**config.mk**
```make
export PLATFORM = sky130hd
export DESIGN_NAME = smm_port
export DESIGN_NICKNAME = d
export VERILOG_FILES = /design/src/pkg/smm_pkg.sv /design/src/logic/smm_port.sv
export SDC_FILE = /design/constraint.sdc
export NUM_CORES = 1
export LEC_CHECK = 0
export BUFFER_PORTS_ARGS = -buffer_cell sky130_fd_sc_hd__buf_2
export CORE_ASPECT_RATIO = 1.25
export CORE_MARGIN = 1
export CORE_UTILIZATION = 50
export CTS_CLUSTER_SIZE = 25
export DETAILED_ROUTE_END_ITERATION = 6
export PLACE_DENSITY = 0.77
export SYNTH_ARGS = -nofsm -noshare
export SYNTH_HDL_FRONTEND = slang
export SYNTH_SLANG_ARGS = --single-unit
```
**constraint.sdc**
```tcl
create_clock -name sys_clk -period 6.83 [get_ports sys_clk]
set_input_delay 0.683 -clock sys_clk [delete_from_list [all_inputs] [get_ports sys_clk]]
set_output_delay 0.683 -clock sys_clk [all_outputs]
set_load 0.05 [all_outputs]
```
**src/pkg/smm_pkg.sv**
```systemverilog
package smm_pkg;

   // Slave addresses, 7 bit
   localparam logic [6:0] ADDR_DEFAULT    = 7'h2e;
   localparam logic [6:0] ADDR_SEL_LO     = 7'h2c;
   localparam logic [6:0] ADDR_SEL_HI     = 7'h2d;
   localparam logic [6:0] ADDR_ALERT_RESP = 7'h0c;

   // Register pointer values
   localparam logic [7:0] REG_VALUE_BASE = 8'h20;
   localparam logic [7:0] REG_LIMLO_BASE = 8'h30;
   localparam logic [7:0] REG_LIMHI_BASE = 8'h38;
   localparam logic [7:0] REG_CFG        = 8'h40;
   localparam logic [7:0] REG_STATUS     = 8'h41;
   localparam logic [7:0] REG_VID        = 8'h43;
   localparam logic [7:0] REG_OFFS_BASE  = 8'h70;
   localparam logic [7:0] REG_MASK       = 8'h74;

   // Configuration fields
   localparam int CFG_MON_BIT   = 0;
   localparam int CFG_ALERT_BIT = 1;
   localparam int CFG_BUS_TIMEOUT_DISABLE_BIT = 6;

   // Reset values
   localparam logic [7:0] CFG_RST   = 8'h00;
   localparam logic [7:0] MASK_RST  = 8'h00;
   localparam logic [7:0] LIMLO_RST = 8'h00;
   localparam logic [7:0] LIMHI_RST = 8'hff;

   // Channels: 0..1 voltage, 2..3 temperature
   localparam int NCH        = 4;
   localparam int NTEMP      = 2;
   localparam int TEMP_FIRST = 2;

   // Bus idle timeout
   localparam int unsigned CLK_HZ      = 40_000_000;
   localparam int unsigned TOUT_MIN_MS = 15;
   localparam int unsigned TOUT_MAX_MS = 35;
   localparam int unsigned TOUT_MIN_CYC = (CLK_HZ / 1000) * TOUT_MIN_MS;
   localparam int unsigned TOUT_MAX_CYC = (CLK_HZ / 1000) * TOUT_MAX_MS;

   typedef enum logic [2:0] {
      ST_IDLE     = 3'b000,
      ST_ADDR     = 3'b001,
      ST_ACK_ADDR = 3'b011,
      ST_WRITE    = 3'b010,
      ST_ACK_WR   = 3'b110,
      ST_READ     = 3'b111,
      ST_RACK     = 3'b101
   } smm_state_e;

   typedef struct packed {
      logic                       scl_s1;
      logic                       scl_s2;
      logic                       scl_d;
      logic                       sda_s1;
      logic                       sda_s2;
      logic                       sda_d;
      logic [4:0]                 vid_s1;
      logic [4:0]                 vid_s2;
      logic [1:0]                 strap_s1;
      logic [1:0]                 strap_s2;
      logic                       latched;
      logic [6:0]                 own_addr;
      smm_state_e                 state;
      logic [3:0]                 cnt;
      logic [7:0]                 sr;
      logic [7:0]                 tx;
      logic                       first;
      logic                       alert_reply;
      logic                       sda_drive;
      logic [7:0]                 ptr;
      logic [7:0]                 cfg;
      logic [7:0]                 mask;
      logic [7:0]                 status;
      logic [4:0]                 vid;
      logic [NCH-1:0][7:0]        value;
      logic [NCH-1:0][7:0]        limlo;
      logic [NCH-1:0][7:0]        limhi;
      logic [NTEMP-1:0][7:0]      offs;
      logic [1:0]                 chan;
      logic [19:0]                tout;
      logic                       fan2_drive;
   } smm_regs_s;

endpackage

```
**src/logic/smm_port.sv**
```systemverilog
`timescale 1ns/1ps
module smm_port
   import smm_pkg::*;
#(
   parameter int unsigned TOUT_CYC = TOUT_MIN_CYC
) (
   // Clock and reset
   input  wire logic       sys_clk,
   input  wire logic       reset_n,
   input  wire logic       clk_en,
   // Two-wire bus
   input  wire logic       scl_in,
   input  wire logic       sda_in,
   output logic            sda_out,
   output logic            sda_oe_n,
   // Address straps and their release
   input  wire logic       addr_strap_enable_pin,
   input  wire logic       addr_strap_select_pin,
   output logic            strap_released,
   // Fan 2 PWM or alert pin
   input  wire logic       fan2_pwm_level,
   output logic            fan2_pwm_or_alert_pin,
   output logic            fan2_pwm_or_alert_oe_n,
   // Processor VID inputs
   input  wire logic       proc_vid_bit0,
   input  wire logic       proc_vid_bit1,
   input  wire logic       proc_vid_bit2,
   input  wire logic       proc_vid_bit3,
   input  wire logic       proc_vid_bit4,
   // Measurement sequencer
   input  wire logic       meas_done,
   input  wire logic [7:0] meas_value,
   output logic            meas_enable,
   output logic [1:0]      meas_chan
);

   smm_regs_s s;
   smm_regs_s n;

   logic       scl_rise;
   logic       scl_fall;
   logic       start_seen;
   logic       stop_seen;
   logic [6:0] strap_addr;
   logic [7:0] reg_rd;
   logic [7:0] tx_next;
   logic       alert_low;
   logic       bus_timeout_disable;

   assign scl_rise   = s.scl_s2 & ~s.scl_d;
   assign scl_fall   = ~s.scl_s2 & s.scl_d;
   assign start_seen = s.scl_s2 & s.scl_d & s.sda_d & ~s.sda_s2;
   assign stop_seen  = s.scl_s2 & s.scl_d & ~s.sda_d & s.sda_s2;
   assign bus_timeout_disable = s.cfg[CFG_BUS_TIMEOUT_DISABLE_BIT];
   assign alert_low  = s.cfg[CFG_ALERT_BIT] & s.fan2_drive;

   // Used only at the first start; later strap changes are ignored
   // Address from the synchronised strap levels
   always_comb begin
      if (s.strap_s2[1]) begin
         strap_addr = ADDR_DEFAULT;
      end else if (s.strap_s2[0]) begin
         strap_addr = ADDR_SEL_HI;
      end else begin
         strap_addr = ADDR_SEL_LO;
      end
   end

   // Register read mux; reserved locations read zero
   always_comb begin
      reg_rd = 8'h00;
      if (s.ptr == REG_CFG) begin
         reg_rd = s.cfg;
      end else if (s.ptr == REG_STATUS) begin
         reg_rd = s.status;
      end else if (s.ptr == REG_VID) begin
         reg_rd = {3'b000, s.vid};
      end else if (s.ptr == REG_MASK) begin
         reg_rd = s.mask;
      end else if (s.ptr[7:2] == REG_VALUE_BASE[7:2]) begin
         reg_rd = s.value[s.ptr[1:0]];
      end else if (s.ptr[7:2] == REG_LIMLO_BASE[7:2]) begin
         reg_rd = s.limlo[s.ptr[1:0]];
      end else if (s.ptr[7:2] == REG_LIMHI_BASE[7:2]) begin
         reg_rd = s.limhi[s.ptr[1:0]];
      end else if (s.ptr[7:1] == REG_OFFS_BASE[7:1]) begin
         reg_rd = s.offs[s.ptr[0]];
      end
   end

   // Alert response returns our own address in the upper seven bits
   assign tx_next = s.alert_reply ? {s.own_addr, 1'b0} : reg_rd;

   always_comb begin
      logic [7:0] v;
      logic       out_lim;
      logic [7:0] st_set;
      logic [7:0] st_clr;
      logic [1:0] ti;
      v       = 8'h00;
      out_lim = 1'b0;
      st_set  = 8'h00;
      st_clr  = 8'h00;
      ti      = 2'd0;
      n       = s;

      // Two-stage synchronisers for every pin input
      n.scl_s1   = scl_in;
      n.scl_s2   = s.scl_s1;
      n.scl_d    = s.scl_s2;
      n.sda_s1   = sda_in;
      n.sda_s2   = s.sda_s1;
      n.sda_d    = s.sda_s2;
      n.vid_s1   = {proc_vid_bit4, proc_vid_bit3, proc_vid_bit2,
                    proc_vid_bit1, proc_vid_bit0};
      n.vid_s2   = s.vid_s1;
      n.strap_s1 = {addr_strap_enable_pin, addr_strap_select_pin};
      n.strap_s2 = s.strap_s1;
      n.vid      = s.vid_s2;

      // Measurement sequence, offset and limit compare
      // Temperatures compare as two's complement, voltages unsigned
      if (meas_done && s.cfg[CFG_MON_BIT]) begin
         v = meas_value;
         if (s.chan >= 2'(TEMP_FIRST)) begin
            ti = s.chan - 2'(TEMP_FIRST);
            v  = meas_value + s.offs[ti[0]];
            out_lim = ($signed(v) < $signed(s.limlo[s.chan])) ||
                      ($signed(v) > $signed(s.limhi[s.chan]));
         end else begin
            out_lim = (v < s.limlo[s.chan]) || (v > s.limhi[s.chan]);
         end
         n.value[s.chan] = v;
         st_set[s.chan]  = out_lim;
         n.chan          = s.chan + 2'd1;
      end

      // Bus state machine
      if (start_seen) begin
         // Repeated start also lands here
         if (!s.latched) begin
            n.latched  = 1'b1;
            n.own_addr = strap_addr;
         end
         n.state     = ST_ADDR;
         n.cnt       = 4'd0;
         n.sda_drive = 1'b0;
         n.alert_reply = 1'b0;
      end else if (stop_seen) begin
         n.state     = ST_IDLE;
         n.sda_drive = 1'b0;
      end else begin
         case (s.state)
            ST_IDLE: begin
               n.sda_drive = 1'b0;
            end
            ST_ADDR: begin
               if (scl_rise) begin
                  n.sr  = {s.sr[6:0], s.sda_s2};
                  n.cnt = s.cnt + 4'd1;
               end else if (scl_fall && s.cnt == 4'd8) begin
                  if (s.sr[7:1] == s.own_addr) begin
                     n.sda_drive = 1'b1;
                     n.state     = ST_ACK_ADDR;
                  end else if (s.sr[7:1] == ADDR_ALERT_RESP &&
                               s.sr[0] && alert_low) begin
                     // Alert reply is only given on a read with alert low
                     n.sda_drive = 1'b1;
                     n.alert_reply = 1'b1;
                     n.state     = ST_ACK_ADDR;
                  end else begin
                     n.state = ST_IDLE;
                  end
               end
            end
            ST_ACK_ADDR: begin
               if (scl_fall) begin
                  n.cnt = 4'd0;
                  if (s.sr[0]) begin
                     // Read uses pointer as left by earlier writes
                     n.tx        = tx_next;
                     n.sda_drive = ~tx_next[7];
                     n.state     = ST_READ;
                     if (!s.alert_reply && s.ptr == REG_STATUS) begin
                        st_clr = s.status;
                     end
                  end else begin
                     n.sda_drive = 1'b0;
                     // First byte of every write is the pointer
                     n.first     = 1'b1;
                     n.state     = ST_WRITE;
                  end
               end
            end
            ST_WRITE: begin
               if (scl_rise) begin
                  n.sr  = {s.sr[6:0], s.sda_s2};
                  n.cnt = s.cnt + 4'd1;
               end else if (scl_fall && s.cnt == 4'd8) begin
                  n.sda_drive = 1'b1;
                  n.first     = 1'b0;
                  n.state     = ST_ACK_WR;
                  if (s.first) begin
                     n.ptr = s.sr;
                  end else if (s.ptr == REG_CFG) begin
                     n.cfg = s.sr;
                  end else if (s.ptr == REG_MASK) begin
                     n.mask = s.sr;
                  end else if (s.ptr[7:2] == REG_LIMLO_BASE[7:2]) begin
                     n.limlo[s.ptr[1:0]] = s.sr;
                  end else if (s.ptr[7:2] == REG_LIMHI_BASE[7:2]) begin
                     n.limhi[s.ptr[1:0]] = s.sr;
                  end else if (s.ptr[7:1] == REG_OFFS_BASE[7:1]) begin
                     n.offs[s.ptr[0]] = s.sr;
                  end
               end
            end
            ST_ACK_WR: begin
               // Any number of further bytes may follow
               if (scl_fall) begin
                  n.sda_drive = 1'b0;
                  n.cnt       = 4'd0;
                  n.state     = ST_WRITE;
               end
            end
            ST_READ: begin
               if (scl_fall) begin
                  if (s.cnt == 4'd7) begin
                     // Release for the master's acknowledge bit
                     n.sda_drive = 1'b0;
                     n.state     = ST_RACK;
                  end else begin
                     n.tx        = {s.tx[6:0], 1'b0};
                     n.sda_drive = ~s.tx[6];
                     n.cnt       = s.cnt + 4'd1;
                  end
               end
            end
            ST_RACK: begin
               // Master no-acknowledge ends the read
               if (scl_rise && s.sda_s2) begin
                  n.state = ST_IDLE;
               end else if (scl_fall) begin
                  n.tx        = tx_next;
                  n.sda_drive = ~tx_next[7];
                  n.cnt       = 4'd0;
                  n.state     = ST_READ;
                  if (!s.alert_reply && s.ptr == REG_STATUS) begin
                     st_clr = s.status;
                  end
               end
            end
            default: begin
               n.state     = ST_IDLE;
               n.sda_drive = 1'b0;
            end
         endcase
      end

      // Idle-bus timeout; any clock or data edge restarts the count
      // The 20-bit counter keeps the limit below 2**20 cycles
      if (s.state == ST_IDLE || scl_rise || scl_fall ||
          (s.sda_s2 != s.sda_d)) begin
         n.tout = 20'd0;
      end else begin
         n.tout = s.tout + 20'd1;
         if (!bus_timeout_disable && s.tout >= 20'(TOUT_CYC - 1)) begin
            n.state     = ST_IDLE;
            n.sda_drive = 1'b0;
         end
      end

      // Bits clear when the byte is loaded, so a read cut short
      // by a timeout still loses them
      // A new event wins over a read-clear in the same cycle
      n.status = (s.status & ~st_clr) | st_set;

      // Alert follows unmasked status; pin shows PWM otherwise
      if (s.cfg[CFG_ALERT_BIT]) begin
         n.fan2_drive = |(n.status & ~s.mask);
      end else begin
         n.fan2_drive = ~fan2_pwm_level;
      end
   end

   always_ff @(posedge sys_clk) begin
      if (!reset_n) begin
         // Pins idle high, so no false edge follows reset
         s          <= '0;
         s.scl_s1   <= 1'b1;
         s.scl_s2   <= 1'b1;
         s.scl_d    <= 1'b1;
         s.sda_s1   <= 1'b1;
         s.sda_s2   <= 1'b1;
         s.sda_d    <= 1'b1;
         s.strap_s1 <= 2'b11;
         s.strap_s2 <= 2'b11;
         s.own_addr <= ADDR_DEFAULT;
         s.state    <= ST_IDLE;
         s.cfg      <= CFG_RST;
         s.mask     <= MASK_RST;
         s.limlo    <= {NCH{LIMLO_RST}};
         s.limhi    <= {NCH{LIMHI_RST}};
      end else if (clk_en) begin
         s <= n;
      end
   end

   // Open-drain outputs only ever pull low
   assign sda_out                = 1'b0;
   assign sda_oe_n               = ~s.sda_drive;
   assign fan2_pwm_or_alert_pin  = 1'b0;
   assign fan2_pwm_or_alert_oe_n = ~s.fan2_drive;
   // Fan logic may take the strap pins once this is high
   assign strap_released         = s.latched;
   assign meas_enable            = s.cfg[CFG_MON_BIT];
   assign meas_chan              = s.chan;

endmodule

```
==> results.txt <==
The number of endpoints with negative hold slack in the final report came out at 0. The tool flagged a number of max-cap violations equal to 0. Setup repair after global routing left no endpoint under its margin. Pin placement for this block handled 30 I/O pins. The maximum level of the CTS H-tree is 1. The highest routing layer actually used is met4.

On the worst path, the slowest cell contributes a delay of 0.90 ns. Counting every instance in the synthesized netlist gives 1281. In this run the standard cell core region covers 23000 um2. The die covers 24200 um2. TritonCTS built the clock tree. The slowest cell on the critical path is sky130_fd_sc_hd__dfxtp_2. Type of element launching the critical path: a flop. In the final timing run, aggregate negative setup slack is 0 ns. The post-synthesis sequential element count was 220. CTS saw 220 sinks.

The run gives 2.28 ns as the setup slack on the worst flop-to-flop path. The area added between synthesis and finish works out to 8.20%. Post-CTS timing repair inserted 0 buffers for setup. In the post-synthesis netlist, the biggest area contributors are sky130_fd_sc_hd__dfxtp_1, sky130_fd_sc_hd__mux2i_1, sky130_fd_sc_hd__mux4_2. The detail route stage leaves a number of antenna-violating nets equal to 0.

After synthesis the cells add up to 11800 um2. Clock tree synthesis selected as its root buffer the cell sky130_fd_sc_hd__clkbuf_16. For the pin with the worst max-slew slack, the measured transition is 1.02 ns. For the detailed-route wire length, the log shows 30.1 mm.

The most used flip-flop cell after synthesis is sky130_fd_sc_hd__dfxtp_1. VDD sags by at most 0.167 mV. Combinational share of power: 0.041.

The signal on the critical path passes through mux2_2 > ha_1 > fa_1 > a21o_1 > a21oi_1 > o21bai_1 > a21oi_1 > xnor2_1 > ha_1 > a2111oi_0 > o21ai_0 > o221ai_1 > nand3_1 > o21ai_0. The fraction of final layout cells sized beyond drive strength 1 is 0.115. Timing would allow up to 220 MHz. For the overall global routing resource usage, the log shows 0.251. The portion of the post-synthesis area used by sequential elements was 0.374; the depth of the worst register-to-register path was 14.

The largest net degree at the start of global routing is 206, and the number of vias per cell is 6.17. The end of the critical path was s[143]. Across the routed clock network, the largest skew measured is 0.0160 ns. In this run, the number of DRC markers left after iteration 0 of detailed routing was 902. The diode insertion count for antenna repair came out at 0. Data arrives at the worst endpoint at 4.97 ns. Once the clock tree was built, the resizer swapped 0 gates to a different size.

The proportion of netlist area held by the largest area contributor was 0.374. Initial antenna violation count: 0. The mean routed wirelength per cell works out to 19.4 um. The logs give 2.28 ns for the worst setup slack after layout and 3 for the maximum buffer depth of the clock tree. STA classifies the critical path endpoint as a flop. First-pass GRT wire length: 49.0 mm. Clock buffer count from CTS: 23. The tools report the design internal power as 2100 uW. The die is 139 um wide. In the final layout, the multi-input gates occupy 6830 um2.

For the total count of max-transition violations in the final report, the log shows 0. The setup-violating endpoint count in the final report was 0. Switching power share of the total: 0.216.

The detailed router placed 9594 vias in this run. After clock tree synthesis, the clock-pin slew on the worst setup and hold paths is 0.06 ns. The worst slew margin relative to its limit was 0.300. The min-delay analysis places its worst path in the category input pin to flop. The logs give 0.553 for the post-layout utilization of the core and 62 for the number of standard-cell rows in the floorplan. OpenSTA, run right after detailed placement, puts the worst setup slack at 2.29 ns. The DRC violation count after routing was 0. The largest total area in the synthesized netlist belongs to sky130_fd_sc_hd__dfxtp_1. The HPWL after detailed placement was 20.6 mm; the power per cell area was 210 nW/um2. The highest fanout seen on the critical path is 28, and the static power due to leakage is 0.00501 uW.

The portion of total power attributed to sequential cells is 0.484. The number of different library cells used by synthesis comes to 75. The final worst-path cycle share is 0.666. The count of buffers from port buffering works out to 27.

The startpoint of the lowest-slack register-to-register path was meas_chan[0]. The logs give 14.5 mm for the routed wire length on met2 and 4410 um2 for the area of all sequential standard cells. The first detailed-routing pass ran for 7 iterations. The clock share of power is 0.475, and the total of warnings raised by yosys is 0. At the end of routability-driven placement, the weighted congestion stood at 0.917. The flow ran to the end, and the final reports show no timing, DRC or antenna violations.

After global routing the overflow that remains totals 0. The fraction of synthesis flops using an asynchronous set or reset pin works out to 0. The tools report the reg-to-reg endpoint as s[143].

After filler insertion, the fill cell instance count of the layout stands at 2011. A synthesized cell averages 9.20 um2. The initial standard-cell utilization of the core was 0.511. Summed over all nets, wire length on met3 after detailed routing comes to 1.85 mm. Post-layout net count: 1322.

At the worst endpoint, the required time is 7.25 ns. The critical path is of the flop to flop type. After detailed routing, the wire length on met1 is 12.3 mm. The number of global-route vias before repair was 9204; the switching power total was 579 uW. The critical path starts at meas_chan[0].

Counting I/O delays and the setup requirement, the final critical path takes 4.55 ns. The logs give 0 for the number of hold buffers added after cts and 0.51 ns for the clock network latency to the later pin of the worst-skew pair. The number of enable flip-flop cells after synthesis was 0.

Measured along the y axis, the die boundary spans 174 um.
==> metrics by stage <==
stage / cells / power [uW] / cell area (um2) / hold WS, ns
after global placement: 1518 / 1440 / 12000 / 0.447
after floorplan: 1282 / 1410 / 11800 / 0.430
after detailed placement: 1518 / 1440 / 12000 / 0.451
after global routing: 1555 / 2770 / 12700 / 0.413
after CTS: 1555 / 2700 / 12700 / 0.393
final: 1555 / 2680 / 12700 / 0.415
==> Yosys cell counts (4+ instances only) <==
library cell	instances
sky130_fd_sc_hd__o21ai_0	73
sky130_fd_sc_hd__and2_1	9
sky130_fd_sc_hd__a21o_1	10
sky130_fd_sc_hd__xor2_1	17
sky130_fd_sc_hd__mux2_2	11
sky130_fd_sc_hd__nor2b_1	67
sky130_fd_sc_hd__a22oi_1	5
sky130_fd_sc_hd__and3_1	7
sky130_fd_sc_hd__nand3_1	101
sky130_fd_sc_hd__a21oi_1	43
sky130_fd_sc_hd__ha_1	44
sky130_fd_sc_hd__o211ai_1	12
sky130_fd_sc_hd__a21boi_0	21
sky130_fd_sc_hd__o21bai_1	4
sky130_fd_sc_hd__mux4_2	40
sky130_fd_sc_hd__clkbuf_1	59
sky130_fd_sc_hd__buf_4	9
sky130_fd_sc_hd__o211a_1	14
sky130_fd_sc_hd__mux2i_1	103
sky130_fd_sc_hd__o22ai_1	4
sky130_fd_sc_hd__nand2_1	143
sky130_fd_sc_hd__dfxtp_1	220
sky130_fd_sc_hd__nand2b_1	6
sky130_fd_sc_hd__xnor2_1	11
sky130_fd_sc_hd__o21ai_1	10
sky130_fd_sc_hd__a31oi_1	12
sky130_fd_sc_hd__buf_1	9
sky130_fd_sc_hd__nand4_1	11
sky130_fd_sc_hd__o221ai_1	6
sky130_fd_sc_hd__nor3_1	16
sky130_fd_sc_hd__inv_1	44
sky130_fd_sc_hd__buf_2	11
sky130_fd_sc_hd__a22o_1	4
sky130_fd_sc_hd__a221oi_1	5
sky130_fd_sc_hd__nor2_1	49
==> sequential cells by signal (all words and copies together), names as in the netlist <==
signal               count
bus_timeout_disable      1
strap_released           1
n                       16
s                      199
meas_enable              1
meas_chan                2
==> per-layer routing <==
| metal | GRT usage | vias up |
|---|---|---|
| li1 | - | 4546 |
| met1 | 0.317 | 4599 |
| met2 | 0.425 | 366 |
| met3 | 0.0315 | 83 |
| met4 | 0.120 | 0 |
| met5 | 0 | - |
==> area by class of cell <==
cell class / count / share of cell area
multi-input combinational: 928 / 0.535
sequential: 220 / 0.346
tap: 288 / 0.0283
clock inverter: 3 / 0.00510
clock buffer: 34 / 0.0547
inverter: 45 / 0.0132
timing repair buffer: 37 / 0.0177
==> worst max-delay path, delay by kind of cell (launching register included) <==
family          cells  cell delay, ns
compound gates      8            1.82
xor+xnor            1            0.21
fa+ha+maj           3            0.94
flops               1            0.90
mux                 1            0.42
simple gates        1            0.17
==> power groups by stage <==
stage	clock (uW)	combinational, uW	sequential [uW]
final	1280	109	1300
after detailed placement	0	109	1330
after floorplan	0	80.7	1320
after global routing	1340	121	1300
after CTS	1300	109	1300
after global placement	0	108	1330
==> cell usage in the layout, fill, tap and decap left out, types with 43 or more instances in the layout <==
cell	count
sky130_fd_sc_hd__mux2i_1	103
sky130_fd_sc_hd__o21ai_0	72
sky130_fd_sc_hd__nor2_1	49
sky130_fd_sc_hd__dfxtp_1	217
sky130_fd_sc_hd__nand2_1	143
sky130_fd_sc_hd__ha_1	44
sky130_fd_sc_hd__nor2b_1	67
sky130_fd_sc_hd__a21oi_1	43
sky130_fd_sc_hd__inv_1	44
sky130_fd_sc_hd__nand3_1	101
==> cells by family after synthesis <==
kind of cell / share of synthesized area
and+or+nand+nor: 0.193
AOI/OAI and AO/OA: 0.142
other: 0.000318
muxes: 0.174
adders and majority gates: 0.0484
DFF: 0.374
buffers and inverters: 0.0474
xor gates and xnor gates: 0.0208
==> worst min-delay path by stage <==
stage           start  depth (start not counted)      to  slack, ns
5_1_grt        sda_in                          3  n[221]       0.41
3_3_place_gp   s[145]                          1  s[145]       0.45
4_1_cts        sda_in                          3  n[221]       0.39
3_5_place_dp   s[145]                          1  s[145]       0.45
2_1_floorplan  s[145]                          1  s[145]       0.43
6_report       sda_in                          3  n[221]       0.41
No activity file was read; power rests on OpenSTA's default activity.
